File: config.mk
export PLATFORM = sky130hd
export DESIGN_NAME = ptr_responder
export DESIGN_NICKNAME = d
export VERILOG_FILES = /design/src/verilog/ptr_pkg.sv /design/src/verilog/ptr_responder.sv
export SDC_FILE = /design/constraint.sdc
export NUM_CORES = 2
export LEC_CHECK = 0
export BUFFER_PORTS_ARGS = -buffer_cell sky130_fd_sc_hd__buf_2
export CELL_PAD_IN_SITES_DETAIL_PLACEMENT = 0
export CELL_PAD_IN_SITES_GLOBAL_PLACEMENT = 2
export CORE_MARGIN = 2
export CORE_UTILIZATION = 37
export CTS_CLUSTER_SIZE = 25
export DETAILED_ROUTE_END_ITERATION = 6
export HOLD_SLACK_MARGIN = 0.03
export PLACE_DENSITY = 0.85
export RECOVER_POWER = 25
export SLEW_MARGIN = 20
export SYNTH_ARGS = -nofsm -noshare
export SYNTH_HDL_FRONTEND = slang
export SYNTH_HIERARCHICAL = 1
export SYNTH_SLANG_ARGS = --single-unit
File: constraint.sdc
create_clock -name sys_clk -period 7.7 [get_ports sys_clk]
set_clock_uncertainty 0.1 [all_clocks]
set_input_delay 0.77 -clock sys_clk [delete_from_list [all_inputs] [get_ports sys_clk]]
set_output_delay 0.77 -clock sys_clk [all_outputs]
set_load 0.05 [all_outputs]
File: src/verilog/ptr_pkg.sv
// Constants and types for the test parameter read responder
package ptr_pkg;
  // Octet and field geometry
  localparam int OCTET_W = 8;
  localparam int BANDS = 5;
  localparam int BAND_W = 16;
  localparam int FIELD_W = BANDS * BAND_W;
  localparam int PAYLOAD_W = 352;
  localparam int RESP_W = PAYLOAD_W + 2 * OCTET_W;
  localparam int FIFO_W = OCTET_W + 1;
  localparam int FIFO_DEPTH = 8;
  localparam int GROUP_SIZE_W = 8;
  localparam int GROUP_IDX_W = 9;
  localparam int SC_IDX_W = GROUP_SIZE_W + GROUP_IDX_W;

  // Read command codes in octet 2 of a request
  localparam logic [7:0] CMD_SINGLE = 8'h01;
  localparam logic [7:0] CMD_SCALAR = 8'h07;

  // Response codes in octet 2 of a response
  localparam logic [7:0] ACK_SINGLE = 8'h81;
  localparam logic [7:0] ACK_SCALAR = 8'h87;
  localparam logic [7:0] NACK_CODE = 8'h80;

  // Test parameter identifiers
  localparam logic [7:0] ID_LOOP_LOSS = 8'h21;
  localparam logic [7:0] ID_SIGNAL_LOSS = 8'h22;
  localparam logic [7:0] ID_MARGIN = 8'h23;
  localparam logic [7:0] ID_RATE = 8'h24;
  localparam logic [7:0] ID_NEAR_POWER = 8'h25;
  localparam logic [7:0] ID_FAR_POWER = 8'h26;
  localparam logic [7:0] ID_IMPULSE = 8'h27;
  localparam logic [7:0] ID_ROBUST = 8'h28;

  // Request lengths in octets
  localparam logic [2:0] REQ_LEN_SINGLE = 3'h2;
  localparam logic [2:0] REQ_LEN_SCALAR = 3'h3;
  localparam logic [2:0] REQ_LEN_MAX = 3'h4;

  // Response lengths in octets; single read totals include the header, field lengths do not
  localparam logic [5:0] LEN_HDR = 6'h02;
  localparam logic [5:0] LEN_SINGLE_BASIC = 6'h2A;
  localparam logic [5:0] LEN_SINGLE_IMPR = 6'h2E;
  localparam logic [5:0] LEN_BAND = 6'h0A;
  localparam logic [5:0] LEN_MARGIN = 6'h0C;
  localparam logic [5:0] LEN_RATE_BASIC = 6'h04;
  localparam logic [5:0] LEN_RATE_IMPR = 6'h08;
  localparam logic [5:0] LEN_TWO = 6'h02;

  // Fill values
  localparam logic [7:0] RESERVED_OCTET = 8'h00;
  localparam logic [15:0] DISABLED_BAND = 16'h0000;
  localparam logic [7:0] DISABLED_BEARER = 8'hFF;

  typedef enum logic [1:0] {
    PTR_IDLE = 2'b00,
    PTR_DECIDE = 2'b01,
    PTR_EMIT = 2'b10
  } ptr_state_t;
endpackage : ptr_pkg

File: src/verilog/ptr_responder.sv
// Test parameter read responder with its output octet FIFO
// Operation
// every read command gets a response
// malformed command answered with negative acknowledge
// reads never disturb other unit functions
// single read carries IDs 21..26 ascending
// multi-octet values sent most significant first
// band fields are five 2-octet values
// upstream bands 0-4, downstream 1-4 plus reserved
// disabled band reported as zero
// reserved octets sent zero, ignored on receipt
// overall margin precedes five per-band margins
// rate layout basic or improved, rate first
// improved layout: zeros, protection, zero, delay
// scalar request names ID in third octet
// scalar answered only if supported, else negative
// scalar fields match single read layout
// impulse protection is two 1-octet values
// disabled bearer reported as FF
// reserved IDs get no response content
// subcarrier index is group size times index
// code 81 single, 87 scalar, 80 negative
// bearer 0 octet first, bearer 1 second
// length is two plus payload length
// octets held on valid until ready
// one command at a time
`timescale 1ns/100ps

module ptr_fifo import ptr_pkg::*; #(
  parameter int WIDTH = FIFO_W,
  parameter int DEPTH = FIFO_DEPTH
) (
  input wire logic sys_clk,
  input wire logic rst,
  input wire logic ce,
  input wire logic [WIDTH-1:0] in_data,
  input wire logic in_valid,
  output logic in_ready,
  output logic [WIDTH-1:0] out_data,
  output logic out_valid,
  input wire logic out_ready
);
  localparam int AW = $clog2(DEPTH);
  logic [WIDTH-1:0] mem [DEPTH];
  logic [AW:0] wr_reg, wr_next, rd_reg, rd_next;
  logic push, pop;

  // Extra pointer bit tells full from empty
  always_comb begin
    in_ready = !((wr_reg[AW] != rd_reg[AW]) && (wr_reg[AW-1:0] == rd_reg[AW-1:0]));
    out_valid = (wr_reg != rd_reg);
    push = ce && in_valid && in_ready;
    pop = ce && out_valid && out_ready;
    wr_next = push ? wr_reg + 1'b1 : wr_reg;
    rd_next = pop ? rd_reg + 1'b1 : rd_reg;
    out_data = mem[rd_reg[AW-1:0]];
  end

  // Pointers and storage
  always_ff @(posedge sys_clk) begin
    if (rst) begin
      wr_reg <= '0;
      rd_reg <= '0;
    end else begin
      wr_reg <= wr_next;
      rd_reg <= rd_next;
      if (push) begin
        mem[wr_reg[AW-1:0]] <= in_data;
      end
    end
  end
endmodule : ptr_fifo

module ptr_responder import ptr_pkg::*; (
  input wire logic sys_clk,
  input wire logic rst,
  input wire logic ce,
  input wire logic [7:0] cmd_data,
  input wire logic cmd_valid,
  input wire logic cmd_last,
  output logic cmd_ready,
  output logic [7:0] tx_data,
  output logic tx_last,
  output logic tx_valid,
  input wire logic tx_ready,
  input wire logic downstream_dir,
  input wire logic [BANDS-1:0] band_enable,
  input wire logic improved_rate_mode,
  input wire logic scalar_read_supported,
  input wire logic impulse_protection_supported,
  input wire logic robust_margin_supported,
  input wire logic [FIELD_W-1:0] loop_loss_value,
  input wire logic [FIELD_W-1:0] signal_loss_value,
  input wire logic [15:0] overall_margin,
  input wire logic [FIELD_W-1:0] per_band_margin,
  input wire logic [31:0] attainable_rate,
  input wire logic [7:0] attainable_rate_impulse_protection_0,
  input wire logic [7:0] attainable_rate_delay_0,
  input wire logic [15:0] actual_aggregate_tx_power_near,
  input wire logic [15:0] actual_aggregate_tx_power_far,
  input wire logic [15:0] achieved_impulse_protection,
  input wire logic [1:0] bearer_enable,
  input wire logic [15:0] robust_channel_margin,
  input wire logic [GROUP_SIZE_W-1:0] group_size,
  input wire logic [GROUP_IDX_W-1:0] group_index,
  output logic [SC_IDX_W-1:0] subcarrier_index,
  output logic busy
);
  ptr_state_t state_reg, state_next;
  logic [2:0] cnt_reg, cnt_next;
  logic [7:0] type_reg, type_next, sub_reg, sub_next, id_reg, id_next;
  logic [RESP_W-1:0] resp_reg, resp_next;
  logic [5:0] left_reg, left_next;
  logic [SC_IDX_W-1:0] sc_idx_reg, sc_idx_next;
  logic [FIELD_W-1:0] loop_f, signal_f, margin_f;
  logic [95:0] rate_tail;
  logic [15:0] impulse_f;
  logic [PAYLOAD_W-1:0] pay_single, pay_scalar;
  logic [5:0] len_scalar;
  logic id_known, single_ok, scalar_ok;
  logic [7:0] code_sel;
  logic [5:0] len_sel;
  logic [PAYLOAD_W-1:0] pay_sel;
  logic fifo_in_valid, fifo_in_ready;
  logic [FIFO_W-1:0] fifo_in_data, fifo_out_data;

  // Builds one 5-slot band field; slot order depends on direction
  function automatic logic [FIELD_W-1:0] ptr_bands(input logic [FIELD_W-1:0] vals,
      input logic [BANDS-1:0] en, input logic down);
    logic [FIELD_W-1:0] f;
    f = '0;
    for (int k = 0; k < BANDS; k++) begin
      // slot to band map
      if (!down) begin
        // disabled band zero
        f[FIELD_W-1-BAND_W*k -: BAND_W] = en[k] ? vals[BAND_W*k +: BAND_W] : DISABLED_BAND;
      end else if (k < BANDS - 1) begin
        f[FIELD_W-1-BAND_W*k -: BAND_W] =
          en[k+1] ? vals[BAND_W*(k+1) +: BAND_W] : DISABLED_BAND;
      end
    end
    return f;
  endfunction : ptr_bands

  // Field assembly; values are placed MSB first by concatenation
  always_comb begin
    // five band values
    loop_f = ptr_bands(loop_loss_value, band_enable, downstream_dir);
    signal_f = ptr_bands(signal_loss_value, band_enable, downstream_dir);
    margin_f = ptr_bands(per_band_margin, band_enable, downstream_dir);
    // rate layout select
    // improved rate octets
    if (improved_rate_mode) begin
      rate_tail = {attainable_rate, RESERVED_OCTET, attainable_rate_impulse_protection_0,
                   RESERVED_OCTET, attainable_rate_delay_0,
                   actual_aggregate_tx_power_near, actual_aggregate_tx_power_far};
    end else begin
      rate_tail = {attainable_rate, actual_aggregate_tx_power_near,
                   actual_aggregate_tx_power_far, 32'h0000_0000};
    end
    // two bearer octets
    // disabled bearer FF
    // bearer 0 first
    impulse_f = {bearer_enable[0] ? achieved_impulse_protection[15:8] : DISABLED_BEARER,
                 bearer_enable[1] ? achieved_impulse_protection[7:0] : DISABLED_BEARER};
    // ascending ID order
    // most significant first
    // overall margin first
    pay_single = {loop_f, signal_f, overall_margin, margin_f, rate_tail};
  end

  // Scalar payloads are left aligned so emission is the same shift
  always_comb begin
    pay_scalar = '0;
    len_scalar = LEN_HDR;
    id_known = 1'b1;
    // same layout as single
    // reserved IDs refused
    case (id_reg)
      ID_LOOP_LOSS: begin
        pay_scalar = {loop_f, {(PAYLOAD_W-FIELD_W){1'b0}}};
        len_scalar = LEN_HDR + LEN_BAND;
      end
      ID_SIGNAL_LOSS: begin
        pay_scalar = {signal_f, {(PAYLOAD_W-FIELD_W){1'b0}}};
        len_scalar = LEN_HDR + LEN_BAND;
      end
      ID_MARGIN: begin
        pay_scalar = {overall_margin, margin_f, {(PAYLOAD_W-FIELD_W-16){1'b0}}};
        len_scalar = LEN_HDR + LEN_MARGIN;
      end
      ID_RATE: begin
        pay_scalar = {rate_tail[95:32], {(PAYLOAD_W-64){1'b0}}};
        len_scalar = LEN_HDR + (improved_rate_mode ? LEN_RATE_IMPR : LEN_RATE_BASIC);
        if (!improved_rate_mode) begin
          pay_scalar[PAYLOAD_W-33 -: 32] = 32'h0000_0000;
        end
      end
      ID_NEAR_POWER: begin
        pay_scalar = {actual_aggregate_tx_power_near, {(PAYLOAD_W-16){1'b0}}};
        len_scalar = LEN_HDR + LEN_TWO;
      end
      ID_FAR_POWER: begin
        pay_scalar = {actual_aggregate_tx_power_far, {(PAYLOAD_W-16){1'b0}}};
        len_scalar = LEN_HDR + LEN_TWO;
      end
      ID_IMPULSE: begin
        pay_scalar = {impulse_f, {(PAYLOAD_W-16){1'b0}}};
        len_scalar = LEN_HDR + LEN_TWO;
        id_known = impulse_protection_supported;
      end
      ID_ROBUST: begin
        pay_scalar = {robust_channel_margin, {(PAYLOAD_W-16){1'b0}}};
        len_scalar = LEN_HDR + LEN_TWO;
        id_known = robust_margin_supported;
      end
      default: id_known = 1'b0;
    endcase
  end

  // Response selection from the captured request
  always_comb begin
    // format check
    single_ok = (sub_reg == CMD_SINGLE) && (cnt_reg == REQ_LEN_SINGLE);
    // ID from third octet
    // scalar support gate
    scalar_ok = (sub_reg == CMD_SCALAR) && (cnt_reg == REQ_LEN_SCALAR)
                && scalar_read_supported && id_known;
    // response code
    // total length
    if (single_ok) begin
      code_sel = ACK_SINGLE;
      len_sel = improved_rate_mode ? LEN_SINGLE_IMPR : LEN_SINGLE_BASIC;
      pay_sel = pay_single;
    end else if (scalar_ok) begin
      code_sel = ACK_SCALAR;
      len_sel = len_scalar;
      pay_sel = pay_scalar;
    end else begin
      code_sel = NACK_CODE;
      len_sel = LEN_HDR;
      // unused octets zero
      pay_sel = '0;
    end
  end

  // Control: capture, decide, emit; nothing outside this path is touched
  always_comb begin
    state_next = state_reg;
    cnt_next = cnt_reg;
    type_next = type_reg;
    sub_next = sub_reg;
    id_next = id_reg;
    resp_next = resp_reg;
    left_next = left_reg;
    // accept only when idle
    cmd_ready = ce && (state_reg == PTR_IDLE);
    fifo_in_valid = ce && (state_reg == PTR_EMIT);
    fifo_in_data = {left_reg == 6'h01, resp_reg[RESP_W-1 -: OCTET_W]};
    // subcarrier index
    sc_idx_next = SC_IDX_W'(group_size * group_index);
    unique case (state_reg)
      PTR_IDLE: begin
        if (cmd_valid) begin
          // Octets past the third only count, so overlong requests are refused
          if (cnt_reg == 3'h0) type_next = cmd_data;
          if (cnt_reg == 3'h1) sub_next = cmd_data;
          if (cnt_reg == 3'h2) id_next = cmd_data;
          if (cnt_reg != REQ_LEN_MAX) cnt_next = cnt_reg + 3'h1;
          if (cmd_last) state_next = PTR_DECIDE;
        end
      end
      PTR_DECIDE: begin
        // response always built
        // isolated from other logic
        resp_next = {type_reg, code_sel, pay_sel};
        left_next = len_sel;
        cnt_next = 3'h0;
        state_next = PTR_EMIT;
      end
      PTR_EMIT: begin
        // advance only when taken
        if (fifo_in_ready) begin
          resp_next = {resp_reg[RESP_W-OCTET_W-1:0], RESERVED_OCTET};
          left_next = left_reg - 6'h01;
          if (left_reg == 6'h01) state_next = PTR_IDLE;
        end
      end
    endcase
  end

  // Register stage; ce low freezes everything
  always_ff @(posedge sys_clk) begin
    if (rst) begin
      state_reg <= PTR_IDLE;
      cnt_reg <= 3'h0;
      type_reg <= 8'h00;
      sub_reg <= 8'h00;
      id_reg <= 8'h00;
      resp_reg <= '0;
      left_reg <= 6'h00;
      sc_idx_reg <= '0;
    end else if (ce) begin
      state_reg <= state_next;
      cnt_reg <= cnt_next;
      type_reg <= type_next;
      sub_reg <= sub_next;
      id_reg <= id_next;
      resp_reg <= resp_next;
      left_reg <= left_next;
      sc_idx_reg <= sc_idx_next;
    end
  end

  // Output buffer decouples emission from transmitter stalls
  ptr_fifo #(.WIDTH(FIFO_W), .DEPTH(FIFO_DEPTH)) u_fifo (
    .sys_clk(sys_clk),
    .rst(rst),
    .ce(ce),
    .in_data(fifo_in_data),
    .in_valid(fifo_in_valid),
    .in_ready(fifo_in_ready),
    .out_data(fifo_out_data),
    .out_valid(tx_valid),
    .out_ready(tx_ready)
  );

  always_comb begin
    tx_data = fifo_out_data[OCTET_W-1:0];
    tx_last = fifo_out_data[OCTET_W];
    busy = (state_reg != PTR_IDLE);
    subcarrier_index = sc_idx_reg;
  end

  // Checks on decode and handshake
  cmd_block_a: assert property (@(posedge sys_clk) disable iff (rst)
    (state_reg != PTR_IDLE) |-> !cmd_ready) else $error("command taken while busy");
  tx_hold_a: assert property (@(posedge sys_clk) disable iff (rst)
    tx_valid && !tx_ready |=> tx_valid && $stable(tx_data)) else $error("octet dropped");
  nack_len_a: assert property (@(posedge sys_clk) disable iff (rst)
    ce && state_reg == PTR_DECIDE && !single_ok && !scalar_ok |=>
    left_reg == LEN_HDR && resp_reg[PAYLOAD_W+7 -: 8] == NACK_CODE) else $error("bad nack");
  single_code_a: assert property (@(posedge sys_clk) disable iff (rst)
    ce && state_reg == PTR_DECIDE && single_ok |=> resp_reg[PAYLOAD_W+7 -: 8] == ACK_SINGLE
    && left_reg == ($past(improved_rate_mode) ? LEN_SINGLE_IMPR : LEN_SINGLE_BASIC))
    else $error("bad single ack");
  reserved_id_a: assert property (@(posedge sys_clk) disable iff (rst)
    ce && state_reg == PTR_DECIDE && sub_reg == CMD_SCALAR && (id_reg < ID_LOOP_LOSS
    || id_reg > ID_ROBUST) |=> resp_reg[PAYLOAD_W+7 -: 8] == NACK_CODE)
    else $error("reserved id answered");
  bearer_off_a: assert property (@(posedge sys_clk) disable iff (rst)
    ce && state_reg == PTR_DECIDE && scalar_ok && id_reg == ID_IMPULSE && !bearer_enable[0]
    |=> resp_reg[PAYLOAD_W-1 -: 8] == DISABLED_BEARER) else $error("bearer not FF");
  band_off_a: assert property (@(posedge sys_clk) disable iff (rst)
    ce && state_reg == PTR_DECIDE && single_ok && !downstream_dir && !band_enable[1]
    |=> resp_reg[PAYLOAD_W-17 -: 16] == DISABLED_BAND) else $error("disabled band nonzero");
  ds_reserved_a: assert property (@(posedge sys_clk) disable iff (rst)
    ce && state_reg == PTR_DECIDE && single_ok && downstream_dir
    |=> resp_reg[PAYLOAD_W-65 -: 16] == 16'h0000) else $error("reserved slot nonzero");
  impr_zero_a: assert property (@(posedge sys_clk) disable iff (rst)
    ce && state_reg == PTR_DECIDE && single_ok && improved_rate_mode
    |=> resp_reg[63:56] == RESERVED_OCTET && resp_reg[47:40] == RESERVED_OCTET)
    else $error("improved reserved nonzero");
  emit_end_a: assert property (@(posedge sys_clk) disable iff (rst)
    ce && state_reg == PTR_EMIT && fifo_in_ready && left_reg == 6'h01 |=> state_reg == PTR_IDLE)
    else $error("response not closed");

  single_c: cover property (@(posedge sys_clk) state_reg == PTR_DECIDE && single_ok);
  scalar_c: cover property (@(posedge sys_clk) state_reg == PTR_DECIDE && scalar_ok);
  nack_c: cover property (@(posedge sys_clk) state_reg == PTR_DECIDE && !single_ok && !scalar_ok);
  stall_c: cover property (@(posedge sys_clk) state_reg == PTR_EMIT && !fifo_in_ready);
endmodule : ptr_responder
### Word-level counts from Yosys, hierarchy flattened

Memory sizes are Yosys's and may differ from the RTL's. A register that Yosys moved wholly into a read port is not among the register bits.
Index checks and enable logic that the tools add are counted.

* reduce and logical (&&, ||, !) cells: 26
* eq/ne operators: 25
* $mul: 1
* muxes and demuxes: 62
* $add $sub $neg: 5

Operator list (count)
* $pmux 352 s8: 1
* $pmux 368 s2: 1
* $mux 352: 2
* $mux 16: 30
* $mux 368: 1
* $eq 8x6->1 const B: 8
* $mux 64: 1
* $mux 32: 1
* $mux 3: 7
* $pmux 5 s4: 1
* $mux 6: 3
* $mul 8x9->17: 1
* $mux 8: 2
* $reduce_and 4->1: 4
* $pmux 6 s2: 1
* $logic_and 1x1->1: 11
* $add 4x1->4 const B: 2
* $eq 8x1->1 const B: 1
* $eq 8x3->1 const B: 1
* $mux 2: 4
* $eq 3x2->1 const B: 2
* $eq 6x1->1 const B: 1
* $ne 2x2->1 const B: 3
* $pmux 2 s3: 1
* 24 further kinds: 29

* memories: 1
* word-level logic and storage cells: 130
* bits in registers: 428
* memory bits (writable): 72

Memories
* u_fifo.mem: words 8, bits a word 9, read ports 1, clocked after memory_dff 1, write ports 1, line ptr_responder.sv:44 `logic [WIDTH-1:0] mem [DEPTH];`

### Longest topological paths before layout

* word-level depth: 7
* mapped depth: 16
* mapped depth without buffers: 15

### Modules after synthesis

The synthesis kept the hierarchy.

By module, submodules not included
* ptr_responder: instances 1, area an instance 25909.8 um^2, seq. area each 8408.1 um^2, cells an instance 3415
* ptr_fifo: instances 1, area an instance 3359.5 um^2, seq. area each 2382.3 um^2, cells an instance 182

### Least setup slack after synthesis

No wires, ideal clock.

* kind: input port to flip-flop
* from: input group_index[7]
* to: register sc_idx_reg[16] (netlist: subcarrier_index[16])
* data arrival time: 4393 ps
* setup slack: 3085 ps
* stages: 12
* buffers on the path: 0
* path through: and2_1 fa_1 inv_1 fa_1 fa_1 fa_1 inv_1 ha_1 a2111o_1 o2111ai_1 a31oi_1 o311a_1

* longest elaborated chain between the ends: 1

Ends and longest elaborated chain
* start, declared: line ptr_responder.sv:105 `input wire logic [GROUP_IDX_W-1:0] group_index,`
* $mul 8x9->17: line ptr_responder.sv:261 `sc_idx_next = SC_IDX_W'(group_size * group_index);`
* end signal, assigned: line ptr_responder.sv:311 `sc_idx_reg <= sc_idx_next;`
* end, declared: line ptr_responder.sv:114 `logic [SC_IDX_W-1:0] sc_idx_reg, sc_idx_next;`

Every way passes these cells.
A chain may end at the register's enable or synchronous reset.

### Final worst setup path

* from: input group_size[2]
* to: register sc_idx_reg[16] (netlist: subcarrier_index[16])

* longest elaborated chain between the ends: 1

Ends and longest elaborated chain
* start, declared: line ptr_responder.sv:104 `input wire logic [GROUP_SIZE_W-1:0] group_size,`
* $mul 8x9->17: line ptr_responder.sv:261

Every way passes these cells.

==> run metrics <==
status finished, violations left; failing checks design-rule violations, max-capacitance violations, max-slew violations; clock group share of total power 0.388; crit path DAT 4780 ps; cell chain of the critical path buf_2 -> and2_1 -> fa_1 -> inv_1 -> fa_1 -> fa_1 -> fa_1 -> inv_1 -> ha_1 -> a2111o_1 -> o2111ai_1 -> a31oi_1 -> o311a_1; R2R cell count 9; flip-flop and latch count after synthesis 503; Tcrit/Tclk final 0.567; Worst path slowest cell fa_1; Post-synth EDFFs 72; unrepaired setup endpoints after global routing no; Multi-input gate area 16,700 um^2; Storage cell area 10,800 um^2; ys flop type dfxtp_1; via count 30,500; Max FO, Critical Path 9; Hold Fails Final Rpt 0; synthesized area 29,300 um^2; initial antenna violation count 8; fraction of layout cells with a size suffix above 1 0.164; Worst path depth 13; CTS Sinks 503; Max Clk Rate 229 MHz; die area 81,400 um^2; Leak 12.2 nW; most frequent cells after synthesis dfxtp_1 (431), nor2_1 (373), nand2_1 (372); die width 285 um; critical path buffer and inverter count 3; Initial Util 0.372; post-synth top area share 0.295; io pins 440; Layout Utilization 0.429; placed wire-length estimate 103,000 um; GRT overflow 0; GPL Wtd Cong 0.943; cell count after synthesis 3,597; wire per inst 28.9 um; Final Max Slew Viols 25; switch share 0.321; vias in the first global route 28,700; CTS buffer count 56; synthesized area per cell 8.14 um^2; CP required 8120 ps; Worst setup SP type input port; cell area power density 216 nW/um^2; final setup fails 0; Slew @ Worst Pin 1520 ps; Synth cell types 87; sequential share of the synthesized area 0.369; Net Sw Power 2.34 mW; residual DRC count 20; Setup Buffers After CTS 0; most used cell, CP fa_1; clk slew on worst S/H paths 60 ps; ranking of synthesized cells by area dfxtp_1 (29%), edfxtp_1 (7.4%), a221oi_1 (6.9%), o21ai_0 (4.9%), nor2_1 (4.8%); Final Critical Period 4370 ps; Hold-fix buffers, CTS 0; DIE HEIGHT 285 um; asr flop ratio synth 0; GRT Total Usage 0.333; Area growth, synth to finish 15.2%; Routed Antenna Nets 0; Setup WS pre-CTS 2710 ps; largest net degree at the start of global routing 184; max reg flops 368; CTS Buffer Depth 3; Filler cells 8,322; sequential fraction of design power 0.401; FP Rows 103; CP Capture Type register; Crit path max-delay family adder cells; CTS tree built; Fin Setup TNS 0 ps; Port Buffers 439; Power Total 7.30 mW; Max Cap Viol 1; clock latency on the worst-skew pair 640 ps; Min-Delay Path Depth 3; first-pass GRT wire length 201,000 um; Iteration-0 DRC Markers 4,440; Vias/cell 6.26; Final nets 4,280; post_cts resized 0; Yosys Warn Count 6; most frequent cell after synthesis dfxtp_1; CP peak stage delay 570 ps; htree depth 2; syn_nets 4,099; cell taking the most area after synthesis dfxtp_1; Core Area 78,600 um^2; combinational share of power 0.211; Setup WS post-layout 3330 ps; P_int 4.95 mW; type of the worst min-delay path in -> reg; Slew headroom -0.0100; Clock Root Buffer clkbuf_16; TritonRoute pass-1 iters 7; Setup CP Type in -> reg; WL final 141,000 um; Hold Slack 324 ps; Peak VDD IR 0.173 mV
[stage by stage]
stage          cell area, um^2  cells
6_report                 33700   4875
5_1_grt                  33700   4873
4_1_cts                  33800   4873
3_5_place_dp             31900   4770
3_3_place_gp             31900   4770
2_1_floorplan            29300   3597
[power by group through the flow]
| stage | clock, mW | combinational, mW | sequential, mW |
|---|---|---|---|
| final | 2.83 | 1.54 | 2.93 |
| after global routing | 2.96 | 1.68 | 2.94 |
| after CTS | 2.86 | 1.53 | 2.93 |
| after detailed placement | 0 | 1.52 | 2.98 |
| after global placement | 0 | 1.51 | 2.98 |
| after floorplan | 0 | 0.900 | 3.02 |
[worst register-to-register path, cell delays in order, from the launching register on]
cell and delay [ps]:
dfxtp_1 500, xor2_1 170, nor4_2 610, inv_1 170, mux2_2 340, nand2_4 260, buf_4 470, buf_4 740
a221oi_1 270, nor3_1 190
[worst paths after layout]
path,start,to,slack (ps)
worst max-delay path,group_size[2],subcarrier_index[16],3330
worst min-delay path,actual_aggregate_tx_power_far[6],resp_reg[6],320
worst max register to register,u_fifo/wr_reg[2],resp_reg[189],3780
worst min register to register,type_reg[4],type_reg[4],350
[metal layers]
metal | global-route usage | wire [um] | share of wire | vias up
met3 | 0.0486 | 10900 | 0.077 | 311
met2 | 0.520 | 63500 | 0.45 | 1491
met5 | 0 | 40 | 0.00028 | -
met4 | 0.194 | 9630 | 0.068 | 6
li1 | - | - | - | 13800
met1 | 0.437 | 57000 | 0.40 | 14900
[cell usage in the layout (no fill, tap or decap), types with 46 or more instances in the layout]
| master | n |
|---|---|
| nor3_1 | 165 |
| dfxtp_1 | 430 |
| nand3_1 | 244 |
| a211oi_1 | 100 |
| a21oi_1 | 126 |
| a32oi_1 | 71 |
| o21ai_0 | 286 |
| inv_1 | 87 |
| edfxtp_1 | 72 |
| nand2_1 | 371 |
| clkbuf_16 | 56 |
| and2_1 | 57 |
| a221oi_1 | 230 |
| ha_1 | 48 |
| o211ai_1 | 59 |
| nor2_1 | 372 |
| buf_2 | 415 |
| buf_4 | 46 |
[logic make-up (layout without fill, tap and decap cells)]
kind of cell,count (synthesis),after routing,synth area share
AO/OA/AOI/OAI,1104,1104,0.272
XOR/XNOR,15,15,0.00449
adder cells (fa/ha/maj),91,91,0.0497
buffers and inverters,460,686,0.0615
flip-flops,503,503,0.369
multiplexers,62,62,0.0294
other,0,2,0
AND/OR/NAND/NOR,1362,1362,0.215
[area by class of cell]
cell class | count | share of cell area
inverter | 89 | 0.00990
tap | 1050 | 0.0389
antenna | 2 | 0.000148
sequential | 503 | 0.320
multi-input combinational | 2634 | 0.496
clock buffer | 82 | 0.0489
timing repair buffer | 494 | 0.0786
clock inverter | 21 | 0.00753
Note: power is estimated with default switching activity, not from simulation.
